`src/sbc_pkg.sv`:
```
// Shared constants and types of the sensorless commutator
`default_nettype none

package sbc_pkg;

    // ------------------------------------------------------------
    // Clock and timing
    // ------------------------------------------------------------
    localparam int unsigned CLK_FREQ_HZ = 10_000_000;
    localparam int unsigned FORCE_DIV_EXP = 17;
    // One forced step lasts 2^17 clocks, six steps per electrical turn
    localparam int unsigned FORCE_STEP_CYCLES = 1 << FORCE_DIV_EXP;
    localparam int unsigned STOP_CYCLES = 1 << FORCE_DIV_EXP;
    localparam int unsigned LAP_CYCLES = 64;
    localparam int unsigned PERIOD_W = 20;
    localparam logic [2:0] NUM_STEPS_M1 = 3'h5;

    // ------------------------------------------------------------
    // APB register map
    // ------------------------------------------------------------
    localparam int unsigned ADDR_W = 12;
    localparam logic [11:0] CTRL_OFS = 12'h000;
    localparam logic [11:0] STATUS_OFS = 12'h004;
    localparam logic [11:0] PERIOD_OFS = 12'h008;

    // Control fields
    localparam int unsigned CTRL_W = 5;
    localparam int unsigned CTRL_LEAD_LSB_BIT = 0;
    localparam int unsigned CTRL_LEAD_MSB_BIT = 1;
    localparam int unsigned CTRL_DIR_BIT = 2;
    localparam int unsigned CTRL_ALT_BIT = 3;
    localparam int unsigned CTRL_NO_LAP_BIT = 4;
    localparam logic [4:0] CTRL_RESET = 5'h10;

    // Status fields
    localparam int unsigned ST_STATE_LSB = 0;
    localparam int unsigned ST_STEP_LSB = 3;
    localparam int unsigned ST_LEAD_LSB = 6;
    localparam int unsigned ST_OCBLK_BIT = 8;

    // ------------------------------------------------------------
    // Operating states
    // ------------------------------------------------------------
    typedef enum logic [2:0] {
        SBC_IDLE = 3'b001,
        SBC_FORCED = 3'b010,
        SBC_SENSED = 3'b100
    } sbc_state_e;

endpackage

`default_nettype wire

```
`src/sbc_edge_det.sv`:
```
// Level register with rise and fall detection
`default_nettype none

module sbc_edge_det #(
    parameter logic RST_LVL = 1'b0
) (
    input wire logic clk_in,
    input wire logic resetn_in,
    input wire logic level_in,
    output logic rise_out,
    output logic fall_out
);

    typedef struct packed {
        logic lvl;
    } sbc_edge_s;

    sbc_edge_s q;
    sbc_edge_s d;

    always_comb begin
        d = q;
        d.lvl = level_in;
        rise_out = level_in & ~q.lvl;
        fall_out = ~level_in & q.lvl;
    end

    always_ff @(posedge clk_in) begin
        if (!resetn_in) begin
            q <= '{lvl: RST_LVL};
        end else begin
            q <= d;
        end
    end

endmodule

`default_nettype wire

```
`src/sbc_down_timer.sv`:
```
// Loadable down counter with one-cycle expiry pulse
`default_nettype none

module sbc_down_timer #(
    parameter int unsigned W = 20
) (
    input wire logic clk_in,
    input wire logic resetn_in,
    input wire logic load_in,
    input wire logic [W-1:0] value_in,
    output logic expired_out,
    output logic busy_out
);

    typedef struct packed {
        logic [W-1:0] cnt;
        logic run;
        logic exp;
    } sbc_tmr_s;

    sbc_tmr_s q;
    sbc_tmr_s d;

    if (W < 2) begin : g_bad_width
        $error("sbc_down_timer: W must be at least 2");
    end

    always_comb begin
        d = q;
        d.exp = 1'b0;
        if (load_in) begin
            // Zero is served as one cycle
            d.cnt = (value_in == '0) ? {{(W-1){1'b0}}, 1'b1} : value_in;
            d.run = 1'b1;
        end else if (q.run) begin
            d.cnt = q.cnt - 1'b1;
            if (q.cnt == {{(W-1){1'b0}}, 1'b1}) begin
                d.run = 1'b0;
                d.exp = 1'b1;
            end
        end
        expired_out = q.exp;
        busy_out = q.run;
    end

    always_ff @(posedge clk_in) begin
        if (!resetn_in) begin
            q <= '0;
        end else begin
            q <= d;
        end
    end

endmodule

`default_nettype wire

```
`src/sbc_commutator.sv`:
```
// Three-phase sensorless commutator core with APB control
`default_nettype none

//
// Contract
// - Lead select bits map to 0, 7.5, 15 or 30 degrees
// - PWM input low means the chopped switches are on
// - Low direction runs U V W; high runs U W V
// - Chop high side only, or alternate high and low side
// - Overlap select high gives 120 degree; low gives overlapped turn-on
// - Forced steps every 2^17 clocks, six steps per turn
// - High-side outputs are low to switch on
// - Low-side outputs are high to switch on
// - Overcurrent high restricts the chopped switch
// - Rotor position comes from one majority-logic sense input
// - Overcurrent rise turns chopped phase off until next PWM cycle
// - Position sense sampled at PWM rising edges
// - Zero lead while forced, selected lead after; 30 stays 30
// - Start forced, switch to back-EMF timing on valid transitions
module sbc_commutator #(
    parameter int unsigned PW = sbc_pkg::PERIOD_W,
    parameter int unsigned FORCE_STEP_CYCLES = sbc_pkg::FORCE_STEP_CYCLES,
    parameter int unsigned STOP_CYCLES = sbc_pkg::STOP_CYCLES,
    parameter int unsigned LAP_CYCLES = sbc_pkg::LAP_CYCLES
) (
    input wire logic ref_clk_in,
    input wire logic resetn_in,
    input wire logic [11:0] paddr_in,
    input wire logic psel_in,
    input wire logic penable_in,
    input wire logic pwrite_in,
    input wire logic [31:0] pwdata_in,
    output logic [31:0] prdata_out,
    output logic pready_out,
    output logic pslverr_out,
    input wire logic pwm_n_in,
    input wire logic position_sense_in,
    input wire logic overcurrent_in,
    output logic u_high_side_drive_n_out,
    output logic v_high_side_drive_n_out,
    output logic w_high_side_drive_n_out,
    output logic u_low_side_drive_out,
    output logic v_low_side_drive_out,
    output logic w_low_side_drive_out
);

    // ------------------------------------------------------------
    // Parameter checks
    // ------------------------------------------------------------
    if (PW < 8 || PW > 24) begin : g_bad_pw
        $error("sbc_commutator: PW must lie in 8..24");
    end
    if (FORCE_STEP_CYCLES < 2 || FORCE_STEP_CYCLES >= (1 << PW)) begin : g_bad_force
        $error("sbc_commutator: FORCE_STEP_CYCLES does not fit PW");
    end
    if (STOP_CYCLES < 2 || STOP_CYCLES >= (1 << PW)) begin : g_bad_stop
        $error("sbc_commutator: STOP_CYCLES does not fit PW");
    end
    if (LAP_CYCLES < 1 || LAP_CYCLES >= (1 << PW)) begin : g_bad_lap
        $error("sbc_commutator: LAP_CYCLES does not fit PW");
    end

    localparam logic [PW-1:0] FORCE_VAL = PW'(FORCE_STEP_CYCLES);
    // Expiry pulse lands one cycle after the count runs out
    localparam logic [PW-1:0] FORCE_LOAD = PW'(FORCE_STEP_CYCLES - 1);
    localparam logic [PW-1:0] STOP_VAL = PW'(STOP_CYCLES);
    localparam logic [PW-1:0] LAP_VAL = PW'(LAP_CYCLES);

    // ------------------------------------------------------------
    // State
    // ------------------------------------------------------------
    typedef struct packed {
        sbc_pkg::sbc_state_e state;
        logic [2:0] step;
        logic [sbc_pkg::CTRL_W-1:0] ctrl;
        logic [31:0] rdata;
        logic [2:0] hi_n;
        logic [2:0] lo;
        logic [5:0] prev_pat;
        logic oc_blk;
        logic ref_wave;
        logic samp_wave;
        logic cand;
        logic zc_seen;
        logic [1:0] zc_cnt;
        logic [PW-1:0] per_cnt;
        logic [PW-1:0] per_q;
        logic [PW-1:0] since;
    } sbc_core_s;

    sbc_core_s q;
    sbc_core_s d;

    logic pwm_rise;
    logic pwm_fall;
    logic oc_rise;
    logic force_exp;
    logic dly_exp;
    logic dly_busy;
    logic stop_exp;
    logic lap_busy;
    logic force_load;
    logic dly_load;
    logic lap_load;
    logic [PW-1:0] dly_val;
    logic zc;
    logic commute;
    logic tgt_sensed;
    logic lead_both;
    logic [1:0] lead_code;
    logic [1:0] lead_eff;
    logic [5:0] pat;
    logic gate;
    logic chop_hi;
    logic chop_lo;
    logic [2:0] hi_on;
    logic [2:0] lo_on;
    logic apb_hit;

    // ------------------------------------------------------------
    // Edge detectors and timers
    // ------------------------------------------------------------
    sbc_edge_det #(.RST_LVL(1'b1)) u_pwm_edge (
        .clk_in(ref_clk_in),
        .resetn_in(resetn_in),
        .level_in(pwm_n_in),
        .rise_out(pwm_rise),
        .fall_out(pwm_fall)
    );

    sbc_edge_det #(.RST_LVL(1'b1)) u_oc_edge (
        .clk_in(ref_clk_in),
        .resetn_in(resetn_in),
        .level_in(overcurrent_in),
        .rise_out(oc_rise),
        .fall_out()
    );

    sbc_down_timer #(.W(PW)) u_force_tmr (
        .clk_in(ref_clk_in),
        .resetn_in(resetn_in),
        .load_in(force_load),
        .value_in(FORCE_LOAD),
        .expired_out(force_exp),
        .busy_out()
    );

    sbc_down_timer #(.W(PW)) u_delay_tmr (
        .clk_in(ref_clk_in),
        .resetn_in(resetn_in),
        .load_in(dly_load),
        .value_in(dly_val),
        .expired_out(dly_exp),
        .busy_out(dly_busy)
    );

    sbc_down_timer #(.W(PW)) u_stop_tmr (
        .clk_in(ref_clk_in),
        .resetn_in(resetn_in),
        .load_in(pwm_fall),
        .value_in(STOP_VAL),
        .expired_out(stop_exp),
        .busy_out()
    );

    sbc_down_timer #(.W(PW)) u_lap_tmr (
        .clk_in(ref_clk_in),
        .resetn_in(resetn_in),
        .load_in(lap_load),
        .value_in(LAP_VAL),
        .expired_out(),
        .busy_out(lap_busy)
    );

    // ------------------------------------------------------------
    // Step pattern, bit 0 = U, 1 = V, 2 = W; returns {high, low}
    // ------------------------------------------------------------
    function automatic logic [5:0] step_pat(input logic [2:0] st, input logic rev);
        logic [2:0] h;
        logic [2:0] l;
        case (st)
            3'h0: begin h = 3'h1; l = 3'h2; end
            3'h1: begin h = 3'h1; l = 3'h4; end
            3'h2: begin h = 3'h2; l = 3'h4; end
            3'h3: begin h = 3'h2; l = 3'h1; end
            3'h4: begin h = 3'h4; l = 3'h1; end
            default: begin h = 3'h4; l = 3'h2; end
        endcase
        // Reverse swaps V and W
        if (rev) begin
            h = {h[1], h[2], h[0]};
            l = {l[1], l[2], l[0]};
        end
        return {h, l};
    endfunction

    // ------------------------------------------------------------
    // Next state
    // ------------------------------------------------------------
    always_comb begin
        d = q;
        lead_code = {q.ctrl[sbc_pkg::CTRL_LEAD_MSB_BIT], q.ctrl[sbc_pkg::CTRL_LEAD_LSB_BIT]};
        lead_both = &lead_code;
        lead_eff = (q.state == sbc_pkg::SBC_SENSED || lead_both) ? lead_code : 2'h0;
        tgt_sensed = (q.state == sbc_pkg::SBC_SENSED) ||
                     (q.state == sbc_pkg::SBC_FORCED && q.zc_cnt == 2'h1);

        // Sense sampled at PWM rising edges; two in a row confirm a crossing
        zc = 1'b0;
        if (pwm_rise) begin
            d.samp_wave = position_sense_in;
            if (q.state != sbc_pkg::SBC_IDLE && !q.zc_seen && !dly_busy) begin
                if (position_sense_in != q.ref_wave) begin
                    d.cand = 1'b1;
                    zc = q.cand;
                end else begin
                    d.cand = 1'b0;
                end
            end
        end

        // Step period measurement
        d.per_cnt = (&q.per_cnt) ? q.per_cnt : q.per_cnt + 1'b1;
        if (zc) begin
            d.per_q = q.per_cnt;
            d.per_cnt = '0;
            d.zc_seen = 1'b1;
            d.cand = 1'b0;
        end

        // Delay from crossing to commutation: (30 - lead) of a 60 degree step
        case (lead_code)
            2'h0: dly_val = q.per_cnt >> 1;
            2'h1: dly_val = (q.per_cnt >> 2) + (q.per_cnt >> 3);
            2'h2: dly_val = q.per_cnt >> 2;
            default: dly_val = '0;
        endcase
        dly_load = zc && tgt_sensed && !lead_both;
        commute = (q.state != sbc_pkg::SBC_IDLE && force_exp) ||
                  (q.state == sbc_pkg::SBC_SENSED && dly_exp) ||
                  (zc && tgt_sensed && lead_both);

        // Mode sequencing
        case (q.state)
            sbc_pkg::SBC_IDLE: begin
                if (pwm_fall) begin
                    d.state = sbc_pkg::SBC_FORCED;
                    d.step = 3'h0;
                    d.zc_cnt = 2'h0;
                    d.zc_seen = 1'b0;
                    d.cand = 1'b0;
                    d.ref_wave = q.samp_wave;
                end
            end
            sbc_pkg::SBC_FORCED: begin
                if (zc) begin
                    if (q.zc_cnt == 2'h1) begin
                        d.state = sbc_pkg::SBC_SENSED;
                    end else begin
                        d.zc_cnt = q.zc_cnt + 2'h1;
                    end
                end
            end
            sbc_pkg::SBC_SENSED: begin
                // Lost crossings fall back to forced stepping
                if (force_exp) begin
                    d.state = sbc_pkg::SBC_FORCED;
                    d.zc_cnt = 2'h0;
                end
            end
            default: begin
                d.state = sbc_pkg::SBC_IDLE;
            end
        endcase
        if (stop_exp) begin
            d.state = sbc_pkg::SBC_IDLE;
        end

        pat = step_pat(q.step, q.ctrl[sbc_pkg::CTRL_DIR_BIT]);
        if (commute) begin
            d.step = (q.step == sbc_pkg::NUM_STEPS_M1) ? 3'h0 : q.step + 3'h1;
            d.ref_wave = q.samp_wave;
            d.zc_seen = 1'b0;
            d.cand = 1'b0;
            d.prev_pat = pat;
        end
        force_load = commute || (q.state == sbc_pkg::SBC_IDLE && pwm_fall);
        lap_load = commute && !q.ctrl[sbc_pkg::CTRL_NO_LAP_BIT];
        d.since = force_load ? '0 : q.since + 1'b1;

        // Overcurrent block; a new rise wins over the clear
        if (pwm_fall) begin
            d.oc_blk = 1'b0;
        end
        if (oc_rise) begin
            d.oc_blk = 1'b1;
        end

        // Output synthesis
        gate = ~pwm_n_in & ~q.oc_blk;
        chop_hi = ~q.ctrl[sbc_pkg::CTRL_ALT_BIT] | ~q.step[0];
        chop_lo = q.ctrl[sbc_pkg::CTRL_ALT_BIT] & q.step[0];
        hi_on = pat[5:3] & {3{gate | ~chop_hi}};
        lo_on = pat[2:0] & {3{gate | ~chop_lo}};
        if (lap_busy) begin
            hi_on = hi_on | (q.prev_pat[5:3] & {3{gate}});
            lo_on = lo_on | (q.prev_pat[2:0] & {3{gate}});
        end
        lo_on = lo_on & ~hi_on;
        if (q.state == sbc_pkg::SBC_IDLE) begin
            hi_on = 3'h0;
            lo_on = 3'h0;
        end
        d.hi_n = ~hi_on;
        d.lo = lo_on;

        // APB slave, no wait states; read data captured in setup
        apb_hit = (paddr_in == sbc_pkg::CTRL_OFS) || (paddr_in == sbc_pkg::STATUS_OFS) ||
                  (paddr_in == sbc_pkg::PERIOD_OFS);
        if (psel_in && !penable_in) begin
            d.rdata = 32'h00000000;
            case (paddr_in)
                sbc_pkg::CTRL_OFS: begin
                    d.rdata[sbc_pkg::CTRL_W-1:0] = q.ctrl;
                end
                sbc_pkg::STATUS_OFS: begin
                    d.rdata[sbc_pkg::ST_STATE_LSB +: 3] = q.state;
                    d.rdata[sbc_pkg::ST_STEP_LSB +: 3] = q.step;
                    d.rdata[sbc_pkg::ST_LEAD_LSB +: 2] = lead_eff;
                    d.rdata[sbc_pkg::ST_OCBLK_BIT] = q.oc_blk;
                end
                sbc_pkg::PERIOD_OFS: begin
                    d.rdata[PW-1:0] = q.per_q;
                end
                default: begin
                    d.rdata = 32'h00000000;
                end
            endcase
        end
        if (psel_in && penable_in && pwrite_in && paddr_in == sbc_pkg::CTRL_OFS) begin
            d.ctrl = pwdata_in[sbc_pkg::CTRL_W-1:0];
        end
        pready_out = 1'b1;
        pslverr_out = psel_in & penable_in & ~apb_hit;
    end

    always_ff @(posedge ref_clk_in) begin
        if (!resetn_in) begin
            q <= '0;
            q.state <= sbc_pkg::SBC_IDLE;
            q.ctrl <= sbc_pkg::CTRL_RESET;
            q.hi_n <= 3'h7;
            // Sense line idles high
            q.samp_wave <= 1'b1;
            q.ref_wave <= 1'b1;
        end else begin
            q <= d;
        end
    end

    assign prdata_out = q.rdata;
    assign u_high_side_drive_n_out = q.hi_n[0];
    assign v_high_side_drive_n_out = q.hi_n[1];
    assign w_high_side_drive_n_out = q.hi_n[2];
    assign u_low_side_drive_out = q.lo[0];
    assign v_low_side_drive_out = q.lo[1];
    assign w_low_side_drive_out = q.lo[2];
endmodule

`default_nettype wire

```
`config.mk`:
```
export PLATFORM = sky130hd
export DESIGN_NAME = sbc_commutator
export DESIGN_NICKNAME = d
export VERILOG_FILES = /design/src/sbc_pkg.sv /design/src/sbc_edge_det.sv /design/src/sbc_down_timer.sv /design/src/sbc_commutator.sv
export SDC_FILE = /design/constraint.sdc
export NUM_CORES = 1
export LEC_CHECK = 0
export ABC_CLOCK_PERIOD_IN_PS = 2850
export BUFFER_PORTS_ARGS = -buffer_cell sky130_fd_sc_hd__buf_2
export CORE_ASPECT_RATIO = 0.6
export CORE_UTILIZATION = 54
export CTS_CLUSTER_SIZE = 24
export DETAILED_ROUTE_END_ITERATION = 8
export GPL_TIMING_DRIVEN = 0
export PLACE_DENSITY = 0.75
export SYNTH_ARGS = -nofsm -noshare
export SYNTH_HDL_FRONTEND = slang
export SYNTH_SLANG_ARGS = --single-unit
```
`constraint.sdc`:
```
create_clock -name ref_clk_in -period 2.85 [get_ports ref_clk_in]
set_input_delay 0.285 -clock ref_clk_in [delete_from_list [all_inputs] [get_ports ref_clk_in]]
set_output_delay 0.285 -clock ref_clk_in [all_outputs]
set_load 0.02 [all_outputs]
```
==> impl_summary.log <==
[metrics] status: complete, but fails checks
[metrics] violated checks: negative setup slack
[metrics] worst hold path type: in -> reg
[metrics] Tightest Pin Transition: roughly 980 ps
[metrics] met3 wire len: roughly 2 mm
[metrics] Congestion Overflow GR: 0
[metrics] static power due to leakage: ~4.3 nW
[metrics] number of warnings issued by yosys: 0
[metrics] fraction of layout instances using a drive strength above 1: 15.48%
[metrics] total met2 wirelength after detailed routing: about 9.2 mm
[metrics] count of unique library cells instantiated by Yosys: 63
[metrics] DR vias: roughly 8,500
[metrics] Synth-to-Final Area Change: 16.54%
[metrics] area share of the largest cell type after synthesis: 38.23%
[metrics] signal arrival time at the worst endpoint: 3400 ps
[metrics] Critical Path Fanout Max: 2
[metrics] Root Driver: sky130_fd_sc_hd__clkbuf_16
[metrics] Gate Count Post-Synth: around 1,200
[metrics] power density of the placed cells: 560.4 nW/um^2
[metrics] power after layout: between 6 and 7 mW
[metrics] DRC: 0
[metrics] combined area of all synthesized cells: 9374 sq um
[metrics] vias per cell: 5.705
[metrics] Critical Path Max Stage Delay: about 500 ps
[metrics] required time at the endpoint of the critical path: between 3000 and 4000 ps
[metrics] wire length after detailed routing: roughly 24 mm
[metrics] unrepaired setup endpoints after global routing: yes
[metrics] Yosys reg bits: 179
[metrics] clk_lat worst skew: about 440 ps
[metrics] # IOs: 92
[metrics] DRC violation total after the first TritonRoute iteration: 755
[metrics] final count of negative-setup-slack endpoints: 1
[metrics] slack of the critical path: -167.0 ps
[metrics] Worst-path clk slew: about 80 ps
[metrics] shortest period the worst path allows: slightly above 3000 ps
[metrics] most frequent cell after synthesis: sky130_fd_sc_hd__dfxtp_1
[metrics] critical path type: reg -> reg
[metrics] final number of hold-violating endpoints: 0
[metrics] Inserted Clock Buffers: 17
[metrics] Core ar.: around 17,000 sq um
[metrics] headroom to the max-slew limit: 34.49%
[metrics] Critical Path Start Type: register
[metrics] worst clock skew: around 15 ps
[metrics] DIE WIDTH: between 150 and 200 microns
[metrics] number of inserted diodes: 0
[metrics] Critical Path Sink Type: register
[metrics] gpl congestion: ~0.93
[metrics] total routing resource utilization after global routing: between 20% and 30%
[metrics] number of enable-type register cells in the synthesized netlist: 0
[metrics] drt pass-1 iters: 5
[metrics] Fin Setup TNS: -167.0 ps
[metrics] post-detailed-route wirelength per cell: roughly 16 microns
[metrics] largest area contributor in the netlist: sky130_fd_sc_hd__dfxtp_1
[metrics] Post-synth top cells: sky130_fd_sc_hd__dfxtp_1, sky130_fd_sc_hd__nor2_1, sky130_fd_sc_hd__nand2_1
[metrics] Top Layer Used: met4
[metrics] final-stage net count: 1,332
[metrics] total number of H-tree levels: 4
[metrics] height of the chip: about 100 microns
[metrics] standard-cell row count: 36
[metrics] clock sink count: ~180
[metrics] fill cell instance count of the final layout: between 1,000 and 1,500
[metrics] routed metal-1 wirelength: between 10 and 15 mm
[metrics] Post-synth ARST share: 0%
[metrics] cell at the slowest stage of the critical path: sky130_fd_sc_hd__or4b_4
[metrics] sum of net half-perimeters after detailed placement: ~17 mm
[metrics] Max clock buf depth: 2
[metrics] vias in the first global route: between 7,000 and 8,000
[metrics] floorplan die area: about 18,000 sq um
[metrics] number of buffers added on ports: 49
[metrics] number of routed nets with antenna violations: 0
[metrics] dominant synthesized flop cell: sky130_fd_sc_hd__dfxtp_1
[metrics] antenna violations before repair: 0
[metrics] sequential element share of the synthesized area: roughly two fifths
[metrics] Avg Synthesized Cell Area: roughly 8.1 sq um
[metrics] Post-Layout Inst Area: around 11,000 sq um
[metrics] sequence of cells on the critical path: ha_4 > fa_2 > buf_4 > xnor2_2 > o22ai_2 > or4b_4 > nor4bb_2 > nand3_1 > or3_1 > nor4_2 > a31o_2
[metrics] IR Drop Worst-Case VDD: between 300 and 400 uV
[metrics] MaxCap Viol Count: 0
[metrics] wire length of the first global-routing pass: between 30 and 40 mm
[metrics] top cells by area, synth: sky130_fd_sc_hd__dfxtp_1, sky130_fd_sc_hd__nor2_1, sky130_fd_sc_hd__xnor2_1
[metrics] cts hold-fix bufs: 0
[metrics] placed inst area: 9951 sq um
[metrics] number of buffers and inverters on the critical path: 1
[metrics] Initial Utilization: ~57%
[metrics] fin. max-slew vios: 0
[metrics] largest net degree at the start of global routing: 18
[metrics] clock tree from TritonCTS: done
[metrics] final cycle utilization of the critical path: 105.9%
[metrics] achievable clock frequency: around 0.33 GHz
[metrics] CP delay by family, top: simple AND/OR/NAND/NOR gates
-- flip-flops by register name, indices dropped and copies added, names as in the netlist, 2 cells and up --
name,cells
q,62
prdata_out,20
u_delay_tmr.q,20
u_force_tmr.q,20
u_lap_tmr.q,20
u_stop_tmr.q,20
lead_code,2
-- logic make-up after synthesis --
group                    synth area share, %
adder cells (fa/ha/maj)                4.485
other                                0.08012
multiplexers                           3.657
flip-flops                             38.23
buffers and inverters                  6.167
XOR/XNOR                               9.437
AND/OR/NAND/NOR                        23.09
AO/OA/AOI/OAI                          14.86
-- final timing paths --
path              depth (start not counted)  slack [ps]                       endpoint                         from
hold / removal                            2          70         u_oc_edge.q$_SDFF_PN1_               overcurrent_in
hold reg to reg                           2         450    prdata_out[19]$_SDFFE_PN0P_  prdata_out[19]$_SDFFE_PN0P_
setup / recovery                         11        -170  u_delay_tmr.q[2]$_SDFFE_PN0P_           q[43]$_SDFFE_PP0N_
setup reg to reg                         11        -170  u_delay_tmr.q[2]$_SDFFE_PN0P_           q[43]$_SDFFE_PP0N_
-- routing by layer --
layer  global-route usage (%)  vias up
met5                        0        -
met4                    4.930        0
met3                    5.936       20
met2                    35.57      354
met1                    44.50     3964
li1                         -     4151
-- report_power, final --
part / switching (mW) / internal (mW) / leakage, nW
clock: 1.09 / 1.24 / 0.281
combinational: 0.603 / 0.405 / 2.60
sequential: 0.131 / 2.66 / 1.46
total: 1.82 / 4.30 / 4.33
-- per-stage QoR --
step / cells / util, % / setup slack [ps] / hold WS (ps)
2_1_floorplan: 1166 / - / 15.71 / 386.5
3_3_place_gp: 1443 / 60.03 / -345.0 / 439.2
3_5_place_dp: 1443 / 60.03 / -433.9 / 444.2
4_1_cts: 1487 / 64.74 / -138.1 / 76.12
5_1_grt: 1488 / 65.90 / -221.0 / 64.60
6_report: 1488 / 65.90 / -167.0 / 73.13
-- timing repair --
action / in CTS / in global routing
gates resized for setup: 27 / 49
setup buffers: 12 / 5
setup endpoints to repair: 49 / 42
pin swaps: 4 / 16
-- placed cells by master, fill, tap and decap left out, types with 26 or more instances in the layout --
master and count:
sky130_fd_sc_hd__a21oi_1 93, sky130_fd_sc_hd__nand2_1 125, sky130_fd_sc_hd__dfxtp_1 169, sky130_fd_sc_hd__o21ai_0 33, sky130_fd_sc_hd__inv_1 26, sky130_fd_sc_hd__mux2i_1 32, sky130_fd_sc_hd__xor2_1 37, sky130_fd_sc_hd__nor2_1 153
sky130_fd_sc_hd__clkbuf_1 42, sky130_fd_sc_hd__buf_4 49, sky130_fd_sc_hd__ha_1 31, sky130_fd_sc_hd__nor3_1 34, sky130_fd_sc_hd__nand3_1 36, sky130_fd_sc_hd__xnor2_1 61, sky130_fd_sc_hd__buf_2 52
-- layout make-up --
cell class	instances	area (sq um)	share of cell area [%]
Tap cell	228	285.3	2.611
Buffer	88	499.2	4.570
Inverter	26	97.59	0.8934
Multi-Input combinational cell	870	5487	50.22
Clock inverter	14	143.9	1.317
Clock buffer	18	429.2	3.929
Sequential cell	179	3601	32.96
Timing Repair Buffer	65	381.6	3.493
-- worst register-to-register path: cells and delay by family, from the launching register on --
family                   cells  cell delay, ps
XOR/XNOR                     1             160
AND/OR/NAND/NOR              5            1450
flip-flops                   1             370
AO/OA/AOI/OAI                2             290
adder cells (fa/ha/maj)      2             540
buffers and inverters        1             150
Note: power is estimated with default switching activity, not from simulation.
